$ cat config.mk
export PLATFORM = sky130hd
export DESIGN_NAME = acrf_config_bank
export DESIGN_NICKNAME = d
export VERILOG_FILES = /design/src/rtl/acrf_pkg.sv /design/src/rtl/acrf_cfg_reg.sv /design/src/rtl/acrf_offset_est.sv /design/src/rtl/acrf_config_bank.sv
export SDC_FILE = /design/constraint.sdc
export NUM_CORES = 1
export LEC_CHECK = 0
export BUFFER_PORTS_ARGS = -buffer_cell sky130_fd_sc_hd__buf_2
export CAP_MARGIN = 0
export CORE_MARGIN = 3
export CORE_UTILIZATION = 68
export CTS_CLUSTER_DIAMETER = 40
export DETAILED_ROUTE_END_ITERATION = 10
export PLACE_DENSITY = 0.88
export SYNTH_ARGS = -nofsm -noshare
export SYNTH_HDL_FRONTEND = slang
export SYNTH_SLANG_ARGS = --single-unit
$ cat constraint.sdc
create_clock -name clk -period 22.6 [get_ports clk]
set_input_delay 4.52 -clock clk [delete_from_list [all_inputs] [get_ports clk]]
set_output_delay 4.52 -clock clk [all_outputs]
set_load 0.02 [all_outputs]
$ cat src/rtl/acrf_pkg.sv
package acrf_pkg;

  // ==========================================================
  // Register map of the configuration bank
  // ==========================================================
  localparam int REG_COUNT = 8;
  localparam int REG_W = 8;
  // Offsets of the eight registers on the write and read port
  localparam logic [7:0] OFS_PWR_DRIVE = 8'h01;
  localparam logic [7:0] OFS_B_HF = 8'h02;
  localparam logic [7:0] OFS_A_HF = 8'h03;
  localparam logic [7:0] OFS_A_PED = 8'h04;
  localparam logic [7:0] OFS_B_PED = 8'h05;
  localparam logic [7:0] OFS_LOOP = 8'h06;
  localparam logic [7:0] OFS_B_SLOW = 8'h07;
  localparam logic [7:0] OFS_SLOW_MASTER = 8'h08;
  // Register indices inside the bank
  localparam int IDX_PWR_DRIVE = 0;
  localparam int IDX_B_HF = 1;
  localparam int IDX_A_HF = 2;
  localparam int IDX_A_PED = 3;
  localparam int IDX_B_PED = 4;
  localparam int IDX_LOOP = 5;
  localparam int IDX_B_SLOW = 6;
  localparam int IDX_SLOW_MASTER = 7;
  localparam logic [7:0] REG_OFS [REG_COUNT] = '{OFS_PWR_DRIVE, OFS_B_HF, OFS_A_HF, OFS_A_PED,
                                                 OFS_B_PED, OFS_LOOP, OFS_B_SLOW, OFS_SLOW_MASTER};
  // Bits that hold state; reserved bits store nothing and read zero
  localparam logic [7:0] REG_MASK [REG_COUNT] = '{8'he4, 8'h01, 8'h01, 8'hfc,
                                                  8'hfc, 8'hbc, 8'h01, 8'h10};
  // Every field comes out of reset at zero
  localparam logic [7:0] REG_RESET = 8'h00;

  // ==========================================================
  // Field positions
  // ==========================================================
  localparam int BIT_STANDBY = 7;
  localparam int BIT_CLK_DRIVE = 6;
  localparam int BIT_DATA_DRIVE = 5;
  localparam int BIT_POWER_DOWN = 2;
  localparam int BIT_HF = 0;
  localparam int PED_MSB = 7;
  localparam int PED_LSB = 2;
  localparam int PED_W = 6;
  localparam int BIT_HOLD = 7;
  localparam int TC_MSB = 5;
  localparam int TC_LSB = 2;
  localparam int TC_W = 4;
  localparam int BIT_SLOW = 0;
  localparam int BIT_SLOW_MASTER = 4;

  // ==========================================================
  // Timing
  // ==========================================================
  localparam int CLK_PERIOD_NS = 100;
  localparam int WAKE_TIME_US = 100;
  // Least wake time, rounded up to whole clocks
  localparam int WAKE_CYCLES = (WAKE_TIME_US * 1000 + CLK_PERIOD_NS - 1) / CLK_PERIOD_NS;
  localparam int WAKE_CNT_W = $clog2(WAKE_CYCLES + 1);

  // ==========================================================
  // Types
  // ==========================================================
  // One register write from the serial configuration front end
  typedef struct packed {
    logic en;
    logic [7:0] addr;
    logic [7:0] data;
  } acrf_wr_t;

  // Controls handed to the analog side
  typedef struct packed {
    logic clk_drive_double;
    logic data_drive_double;
    logic standby_both_channels;
    logic chan_a_powered;
    logic chan_b_powered;
    logic refs_powered;
    logic out_bufs_powered;
    logic chan_a_high_frequency_select;
    logic chan_b_high_frequency_select;
    logic chan_b_slow_rate_active;
  } acrf_ctl_t;

  // Power sequencer states, one-hot
  typedef enum logic [2:0] {
    PWR_RUN = 3'b001,
    PWR_OFF = 3'b010,
    PWR_WAKE = 3'b100
  } acrf_pwr_t;

endpackage

$ cat src/rtl/acrf_cfg_reg.sv
`timescale 1ns/100ps
// One configuration register; only the bits in MASK hold state
module acrf_cfg_reg #(
  parameter logic [7:0] MASK = 8'hff,
  parameter logic [7:0] RESET_VAL = 8'h00
) (
  input wire logic clk,
  input wire logic rst,
  input wire logic wr_en,
  input wire logic [7:0] wr_data,
  output logic [7:0] q
);

  // ==========================================================
  // Storage
  // ==========================================================
  logic [7:0] q_reg; // Stored value
  logic [7:0] q_next; // Value after this edge

  // Next value: reserved positions are dropped
  always_comb begin
    q_next = q_reg;
    if (wr_en) begin
      q_next = wr_data & MASK;
    end
  end

  // Register the value
  always_ff @(posedge clk) begin
    if (rst) begin
      q_reg <= RESET_VAL & MASK;
    end else begin
      q_reg <= q_next;
    end
  end

  assign q = q_reg;

endmodule

$ cat src/rtl/acrf_offset_est.sv
`timescale 1ns/100ps
// Offset estimator for one channel: output settles to midcode plus pedestal
module acrf_offset_est #(
  parameter int SAMPLE_W = 14,
  parameter int FRAC_W = 20,
  parameter int TC_BASE = 1
) (
  input wire logic clk,
  input wire logic rst,
  input wire logic loop_on,
  input wire logic hold,
  input wire logic [acrf_pkg::PED_W-1:0] pedestal,
  input wire logic [acrf_pkg::TC_W-1:0] time_const,
  input wire logic signed [SAMPLE_W-1:0] sample_in,
  output logic signed [SAMPLE_W-1:0] sample_out,
  output logic signed [SAMPLE_W+1:0] estimate
);

  localparam int EW = SAMPLE_W + 2 + FRAC_W;
  localparam logic signed [SAMPLE_W+1:0] MAX_OUT = (SAMPLE_W + 2)'((1 << (SAMPLE_W - 1)) - 1);
  localparam logic signed [SAMPLE_W+1:0] MIN_OUT = -MAX_OUT - (SAMPLE_W + 2)'(1);

  // Shift must leave fraction bits below the largest step
  initial begin
    if (FRAC_W <= (1 << acrf_pkg::TC_W) + TC_BASE || SAMPLE_W < 8 || TC_BASE < 0 || TC_BASE > 16) begin
      $error("acrf_offset_est: FRAC_W, SAMPLE_W or TC_BASE out of range");
    end
  end

  // ==========================================================
  // Estimate and corrected sample
  // ==========================================================
  logic signed [EW-1:0] est_reg; // Offset estimate with fraction
  logic signed [EW-1:0] est_next;
  logic signed [SAMPLE_W-1:0] out_reg; // Corrected sample
  logic signed [SAMPLE_W-1:0] out_next;
  logic signed [SAMPLE_W+1:0] corr; // Sample less estimate
  logic signed [SAMPLE_W+1:0] err; // Distance from the target
  logic signed [EW-1:0] err_ext;
  logic [4:0] shift; // Loop time constant as a power of two

  // Next estimate and output; midcode is zero in two's complement
  always_comb begin
    corr = (SAMPLE_W + 2)'(sample_in) - est_reg[EW-1:FRAC_W];
    err = corr - (SAMPLE_W + 2)'(signed'(pedestal));
    err_ext = {err, {FRAC_W{1'b0}}};
    shift = 5'({1'b0, time_const}) + 5'(TC_BASE);
    est_next = est_reg;
    out_next = sample_in;
    if (!loop_on) begin
      est_next = '0;
    end else begin
      if (!hold) begin
        est_next = est_reg + (err_ext >>> shift);
      end
      // Saturate the corrected sample
      if (corr > MAX_OUT) begin
        out_next = MAX_OUT[SAMPLE_W-1:0];
      end else if (corr < MIN_OUT) begin
        out_next = MIN_OUT[SAMPLE_W-1:0];
      end else begin
        out_next = corr[SAMPLE_W-1:0];
      end
    end
  end

  // Register estimate and output
  always_ff @(posedge clk) begin
    if (rst) begin
      est_reg <= '0;
      out_reg <= '0;
    end else begin
      est_reg <= est_next;
      out_reg <= out_next;
    end
  end

  assign sample_out = out_reg;
  assign estimate = est_reg[EW-1:FRAC_W];

endmodule

$ cat src/rtl/acrf_config_bank.sv
`timescale 1ns/100ps
// Overview of operation
// Clock drive bit selects double output-clock strength
// Data drive bit selects double data-buffer strength
// Power-down stops channels, references, buffers; slow wake
// Host writes zero into reserved bit positions
// Channel B high-frequency bit selects its mode
// Channel A high-frequency bit selects its mode
// Channel A converges to midcode plus pedestal
// Channel B has its own pedestal field
// Hold bit freezes estimate, last value applied
// Four-bit field sets loop time constant
// Channel B slow-rate bit enables low-speed mode
// Host sets master enable before per-channel bit
// Master enable off keeps low-speed mode disabled
// Loop enable turns offset correction on
// Digital enable gates all digital processing
// All fields reset to zero
module acrf_config_bank #(
  parameter int SAMPLE_W = 14,
  parameter int FRAC_W = 20,
  parameter int TC_BASE = 1,
  parameter int WAKE_CYCLES = acrf_pkg::WAKE_CYCLES
) (
  input wire logic clk,
  input wire logic rst,
  input wire acrf_pkg::acrf_wr_t cfg_wr,
  input wire logic [7:0] rd_addr,
  output logic [7:0] rd_data,
  input wire logic digital_enable,
  input wire logic offset_loop_on,
  input wire logic signed [SAMPLE_W-1:0] chan_a_sample,
  input wire logic signed [SAMPLE_W-1:0] chan_b_sample,
  output logic signed [SAMPLE_W-1:0] chan_a_out,
  output logic signed [SAMPLE_W-1:0] chan_b_out,
  output acrf_pkg::acrf_ctl_t ctl,
  output logic wake_busy
);

  // Wake counter must be able to hold the wake time
  initial begin
    if (WAKE_CYCLES < 1 || WAKE_CYCLES >= (1 << 16)) begin
      $error("acrf_config_bank: WAKE_CYCLES out of range");
    end
  end

  // ==========================================================
  // Register bank
  // ==========================================================
  logic [7:0] regs [acrf_pkg::REG_COUNT]; // Stored register values
  logic [acrf_pkg::REG_COUNT-1:0] reg_hit; // Write decode per register

  // Decode the write address to one register
  always_comb begin
    reg_hit = '0;
    for (int i = 0; i < acrf_pkg::REG_COUNT; i++) begin
      reg_hit[i] = cfg_wr.en && (cfg_wr.addr == acrf_pkg::REG_OFS[i]);
    end
  end

  // One storage register per offset
  for (genvar g = 0; g < acrf_pkg::REG_COUNT; g++) begin : g_reg
    acrf_cfg_reg #(
      .MASK(acrf_pkg::REG_MASK[g]),
      .RESET_VAL(acrf_pkg::REG_RESET)
    ) u_reg (
      .clk(clk),
      .rst(rst),
      .wr_en(reg_hit[g]),
      .wr_data(cfg_wr.data),
      .q(regs[g])
    );
  end

  // ==========================================================
  // Read back
  // ==========================================================
  logic [7:0] rd_reg; // Registered read data
  logic [7:0] rd_next;

  // Select the addressed register; unmapped offsets read zero
  always_comb begin
    rd_next = 8'h00;
    for (int i = 0; i < acrf_pkg::REG_COUNT; i++) begin
      if (rd_addr == acrf_pkg::REG_OFS[i]) begin
        rd_next = regs[i];
      end
    end
  end

  // Register the read data
  always_ff @(posedge clk) begin
    if (rst) begin
      rd_reg <= 8'h00;
    end else begin
      rd_reg <= rd_next;
    end
  end

  assign rd_data = rd_reg;

  // ==========================================================
  // Field extraction
  // ==========================================================
  logic [7:0] pwr_drive; // Power and drive register
  logic [7:0] loop_ctl; // Offset loop register
  logic total_power_down; // Global power down field
  logic offset_estimate_hold; // Estimator freeze field
  logic [acrf_pkg::TC_W-1:0] offset_loop_time_const; // Loop time constant field
  logic [acrf_pkg::PED_W-1:0] chan_a_pedestal; // Channel A pedestal field
  logic [acrf_pkg::PED_W-1:0] chan_b_pedestal; // Channel B pedestal field
  logic slow_master; // Low-speed master enable field

  assign pwr_drive = regs[acrf_pkg::IDX_PWR_DRIVE];
  assign loop_ctl = regs[acrf_pkg::IDX_LOOP];
  assign total_power_down = pwr_drive[acrf_pkg::BIT_POWER_DOWN];
  assign offset_estimate_hold = loop_ctl[acrf_pkg::BIT_HOLD];
  assign offset_loop_time_const = loop_ctl[acrf_pkg::TC_MSB:acrf_pkg::TC_LSB];
  assign chan_a_pedestal = regs[acrf_pkg::IDX_A_PED][acrf_pkg::PED_MSB:acrf_pkg::PED_LSB];
  assign chan_b_pedestal = regs[acrf_pkg::IDX_B_PED][acrf_pkg::PED_MSB:acrf_pkg::PED_LSB];
  assign slow_master = regs[acrf_pkg::IDX_SLOW_MASTER][acrf_pkg::BIT_SLOW_MASTER];

  // ==========================================================
  // Power sequencer
  // ==========================================================
  acrf_pkg::acrf_pwr_t pwr_reg; // Present power state
  acrf_pkg::acrf_pwr_t pwr_next;
  logic [15:0] wake_cnt_reg; // Clocks left in the wake phase
  logic [15:0] wake_cnt_next;

  // Power state: off while the bit is set, then a timed wake
  always_comb begin
    pwr_next = pwr_reg;
    wake_cnt_next = wake_cnt_reg;
    case (pwr_reg)
      acrf_pkg::PWR_RUN: begin
        if (total_power_down) begin
          pwr_next = acrf_pkg::PWR_OFF;
        end
      end
      acrf_pkg::PWR_OFF: begin
        if (!total_power_down) begin
          pwr_next = acrf_pkg::PWR_WAKE;
          wake_cnt_next = 16'(WAKE_CYCLES - 1);
        end
      end
      acrf_pkg::PWR_WAKE: begin
        if (total_power_down) begin
          pwr_next = acrf_pkg::PWR_OFF;
        end else if (wake_cnt_reg == 16'h0000) begin
          pwr_next = acrf_pkg::PWR_RUN;
        end else begin
          wake_cnt_next = wake_cnt_reg - 16'h0001;
        end
      end
      default: begin
        pwr_next = acrf_pkg::PWR_RUN;
      end
    endcase
  end

  // Register the power state
  always_ff @(posedge clk) begin
    if (rst) begin
      pwr_reg <= acrf_pkg::PWR_RUN;
      wake_cnt_reg <= 16'h0000;
    end else begin
      pwr_reg <= pwr_next;
      wake_cnt_reg <= wake_cnt_next;
    end
  end

  // ==========================================================
  // Analog controls
  // ==========================================================
  acrf_pkg::acrf_ctl_t ctl_reg; // Registered controls
  acrf_pkg::acrf_ctl_t ctl_next;
  logic powered; // Converters, references and buffers on

  // Build the control word from the fields
  always_comb begin
    powered = (pwr_reg == acrf_pkg::PWR_RUN) && !total_power_down;
    ctl_next = '0;
    ctl_next.clk_drive_double = pwr_drive[acrf_pkg::BIT_CLK_DRIVE];
    ctl_next.data_drive_double = pwr_drive[acrf_pkg::BIT_DATA_DRIVE];
    ctl_next.standby_both_channels = pwr_drive[acrf_pkg::BIT_STANDBY];
    ctl_next.chan_a_powered = powered;
    ctl_next.chan_b_powered = powered;
    ctl_next.refs_powered = powered;
    ctl_next.out_bufs_powered = powered;
    ctl_next.chan_b_high_frequency_select = regs[acrf_pkg::IDX_B_HF][acrf_pkg::BIT_HF];
    ctl_next.chan_a_high_frequency_select = regs[acrf_pkg::IDX_A_HF][acrf_pkg::BIT_HF];
    // Master enable gates the per-channel bit
    ctl_next.chan_b_slow_rate_active = slow_master && regs[acrf_pkg::IDX_B_SLOW][acrf_pkg::BIT_SLOW];
  end

  // Register the controls
  always_ff @(posedge clk) begin
    if (rst) begin
      ctl_reg <= '0;
    end else begin
      ctl_reg <= ctl_next;
    end
  end

  assign ctl = ctl_reg;
  assign wake_busy = (pwr_reg != acrf_pkg::PWR_RUN);

  // ==========================================================
  // Offset correction loops
  // ==========================================================
  logic loop_run; // Loop enabled and digital path enabled

  // Correction runs only with both enables set and power on
  assign loop_run = offset_loop_on && digital_enable && !wake_busy;

  // Channel A estimator
  acrf_offset_est #(
    .SAMPLE_W(SAMPLE_W),
    .FRAC_W(FRAC_W),
    .TC_BASE(TC_BASE)
  ) u_est_a (
    .clk(clk),
    .rst(rst),
    .loop_on(loop_run),
    .hold(offset_estimate_hold),
    .pedestal(chan_a_pedestal),
    .time_const(offset_loop_time_const),
    .sample_in(chan_a_sample),
    .sample_out(chan_a_out),
    .estimate()
  );

  // Channel B estimator with its own pedestal
  acrf_offset_est #(
    .SAMPLE_W(SAMPLE_W),
    .FRAC_W(FRAC_W),
    .TC_BASE(TC_BASE)
  ) u_est_b (
    .clk(clk),
    .rst(rst),
    .loop_on(loop_run),
    .hold(offset_estimate_hold),
    .pedestal(chan_b_pedestal),
    .time_const(offset_loop_time_const),
    .sample_in(chan_b_sample),
    .sample_out(chan_b_out),
    .estimate()
  );

endmodule

==> summary by stage <==
Flow run
Max-cap violations in this run came to 0.

Critical path
Data arrives at the worst endpoint at around 12,000 ps. The depth of the most critical reg-to-reg path is 32. The worst setup path is captured at a flip-flop. In this design, the stage delay of the slowest critical-path cell is a little under 500 ps.

The kind of critical path is input pin to flip-flop. The most repeated library cell on the critical path is a21oi_1. The largest fanout on the critical path is 8.

The nature of the critical path startpoint is an input pin. STA puts the critical path data required time at roughly 23,000 ps. The slowest stage of the critical path belongs to the cell o311ai_1.

Timing
The routed design could run at a clock period as short as 12,010 ps. The final-layout setup total negative slack is 0 ps. The post-layout worst setup margin is 10,590 ps.

The clock tree skew after final layout is approximately 13 ps. Setup violations remaining at the end of the flow were counted as 0. Headroom to the max-slew limit came out at ~17%.

Setup repair after global routing left no endpoint under its margin. Derived from the worst setup path, the maximum achievable clock frequency is 0.0832 GHz. At the pin with the least slew margin, the transition time is ~1200 ps. The count of final hold-check violations came to 0. The worst path uses 53.2% of the clock period. The final number of max-transition violations is 0.

Global routing
The first-pass GRT wire length is 66,500 µm. For this run, the total global-route usage over all layers was measured as 33.1%. The layer flagged by global routing as most heavily used is met2. The number of global-route vias before repair is 13,800. Global routing used a little over half of the available met2 tracks. The largest net degree at the start of global routing is 95. The global-route track usage on met1 is 44.4%. For met3 alone, demand over resource in global routing was 7.35%.

The initial antenna violation count is 0. The leftover overflow at the end of global routing is 0.

Pwr
In this run switching power makes up 50.5% of total power. The relative contribution of combinational cells to total power is 71.6%. Sequential cells account for 14.7% of the total power. Across the VDD grid, the largest voltage drop is approximately 0.000084 V.

Per report_power, the clock group accounts for 13.6% of the total. For this design the ratio of total power to cell area is between 100 and 150 nW/µm². The internal power of the cells totals 1.08 mW.

For this design the static power due to leakage is 6.85 nW. Summed over all nets, the switching power comes to 1.10 mW.

Outcome
The flow ran to the end, and the final reports show no timing, DRC or antenna violations.

Die
The effective utilization at floorplan is 70.0%. The die covers 23,700 µm². In this run the standard cell core region covers around 21,000 µm².

The die outline height is between 150 and 200 µm. 104 I/O pins were placed. The horizontal extent of the die is 154 µm.

The number of core rows is 53.

Place
At the end of routability-driven placement, the weighted congestion stood at 0.995. After detailed placement, the design holds a cell count of ~2,300. At the placement stage, the worst setup path has a slack of 10,350 ps. The wire-length estimate of the detail-placed layout is approximately 30,000 µm.

Port buffering added 101 buffers.

Drt
The detailed router finished its first iteration with 1,307 violations. The mean number of vias per cell is 6.48. The remaining design rule violation count is 0. The first detailed-routing pass took 7 iterations. The total number of vias is roughly 15,000. The count of nets left with antenna violations once routing finished came out at 0. The routed wirelength normalized by instance count is 17.7 µm. After detailed routing, the total wire length is 40,700 µm.

Yosys
Counting every instance in the synthesized netlist gives roughly 2,000. Among all flip-flop cells after synthesis, the most frequent one is dfxtp_1. The number of synthesized flops with an enable pin is 0. For this run, the register share of the synthesized area comes to 21.3%. The per-instance average area after synthesis is approximately 7.5 µm².

The number of synthesized register bits is 158. When the netlist entered floorplanning its net count stood at 2,179. The post-synth design cell area is between 10,000 and 15,000 µm². The number of distinct standard cells referenced by the synthesized netlist is between 80 and 90.

For this run, asynchronously set or reset flops after synthesis account for 0%. The total of warnings raised by yosys is 0.

Layout
The final net count is 2,213. The repair_antennas step left the layout with diodes totalling 0. The number of inserted filler cells in the final layout is 1,617. The final cell count without fillers is 2,306. The area of combinational cells with multiple inputs is 11,100 µm². In the final layout, flip-flops and latches occupy 3170 µm².

The layout-stage area growth over the synthesis result is 8.06%. The share of post-route cells with drive strength above 1 is 9.55%.

Hold path
The worst hold-check path type is flip-flop to flip-flop. The hold path depth is 2.

Clock network
The count of instances resized after the clock tree is built is 0. The count of buffers added by post-CTS timing repair for setup is 0. TritonCTS built the clock tree. The cell at the root of the clock tree is clkbuf_16. The number of hold buffers added after CTS was 0.

The clock reaches the later pin of the worst-skew pair after approximately 440 ps. The TritonCTS sink count is 158. The buffer levels on the longest clock path is 2. After clock tree synthesis, the clock-pin slew on the worst setup and hold paths is roughly 80 ps. The clock buffer count from CTS is 17. The deepest level of the CTS H-tree is 4.
## layout make-up
class,instances,share of cell area (%)
clock buffer,19,2.83
clock inverter,13,0.873
inverter,77,1.80
multi-input combinational,1651,68.9
sequential,158,19.7
tap,275,2.14
timing repair buffer,113,3.71
## logic make-up (layout without fill, tap and decap cells)
group / count (synthesis) / in the layout / share of synthesized area (%)
other: 1 / 1 / 0.0252
DFF: 158 / 158 / 21.3
muxes: 102 / 102 / 7.60
AOI/OAI and AO/OA: 613 / 613 / 26.3
and+or+nand+nor: 663 / 663 / 20.2
buffers and inverters: 175 / 222 / 4.55
xor gates and xnor gates: 134 / 134 / 8.17
adders and majority gates: 138 / 138 / 11.9
## critical path: cells and delay by family
| family | cells | cell delay (ps) |
|---|---|---|
| simple gates | 5 | 850 |
| fa+ha+maj | 4 | 1320 |
| compound gates | 15 | 3680 |
| xor+xnor | 3 | 800 |
| buf+inv | 3 | 230 |
| mux | 4 | 960 |
## power groups by stage
| stage | registers [mW] | logic (mW) | clock network [mW] |
|---|---|---|---|
| after detailed placement | 0.327 | 1.51 | 0 |
| after global placement | 0.326 | 1.47 | 0 |
| after CTS | 0.321 | 1.52 | 0.299 |
| final | 0.322 | 1.57 | 0.298 |
| after floorplan | 0.335 | 1.18 | 0 |
| after global routing | 0.324 | 1.72 | 0.310 |
## worst paths after layout
check / to / start / slack (ps)
max: u_est_b.est_reg[34]$_SDFFE_PP0N_ / chan_b_sample[0] / 10590
min: ctl[0]$_SDFF_PP0_ / g_reg[6].u_reg.q[0]$_SDFFE_PP0P_ / 450
max reg2reg: u_est_b.est_reg[34]$_SDFFE_PP0N_ / u_est_b.est_reg[20]$_SDFFE_PP0N_ / 14310
min reg2reg: ctl[0]$_SDFF_PP0_ / g_reg[6].u_reg.q[0]$_SDFFE_PP0P_ / 450
## cell usage after synthesis (all sizes together), types with 7 or more instances
master  count  share of area (%)
a21oi     188                6.4
inv        77                1.9
dfxtp     158                 21
ha        132                 11
o31a       13               0.77
o22ai       8               0.34
a221oi      8               0.51
nand2b     17               0.72
o21ai     132                4.5
or3        15               0.63
nor2      291                7.4
and3       16               0.67
nor4       10               0.42
a21o       45                2.3
mux4        7                1.1
xor2       61                3.6
nand2     145                3.7
nor2b      17               0.72
xnor2      72                4.4
a31oi      31                1.3
a22oi      11               0.56
o21bai     14               0.71
or4         7               0.35
o211ai     23                1.2
clkbuf     84                2.1
mux2       17                1.3
a211oi     42                2.2
or2         7               0.29
buf        14               0.48
mux2i      78                5.3
nor3       46                1.5
and2       12               0.51
nand3      48                1.6
nand4       8               0.34
o21a       33                1.7
## layer usage
metal	vias up	part of all wire, %
met4	0	3.2
met3	105	9.1
li1	7257	-
met5	-	0
met1	6882	43
met2	698	45
## metrics by stage
stage | utilization, % | instance area [µm²] | hold WS [ps] | total power [mW]
floorplan | - | 14900 | 416 | 1.52
global placement | 72.9 | 15500 | 435 | 1.79
detailed placement | 72.9 | 15500 | 439 | 1.84
CTS | 75.7 | 16100 | 448 | 2.14
global route | 75.7 | 16100 | 492 | 2.35
finish | 75.7 | 16100 | 449 | 2.19
## placed cells by master, fill, tap and decap left out, drive strengths merged, types with 31 or more instances in the layout
cell,count
nor2,291
a31oi,31
mux2i,78
o21a,33
a21oi,188
xor2,61
nor3,46
dfxtp,158
inv,85
buf,113
ha,132
a211oi,42
nand2,145
xnor2,72
o21ai,132
nand3,48
a21o,45
Power figures use the tool's default switching activity.
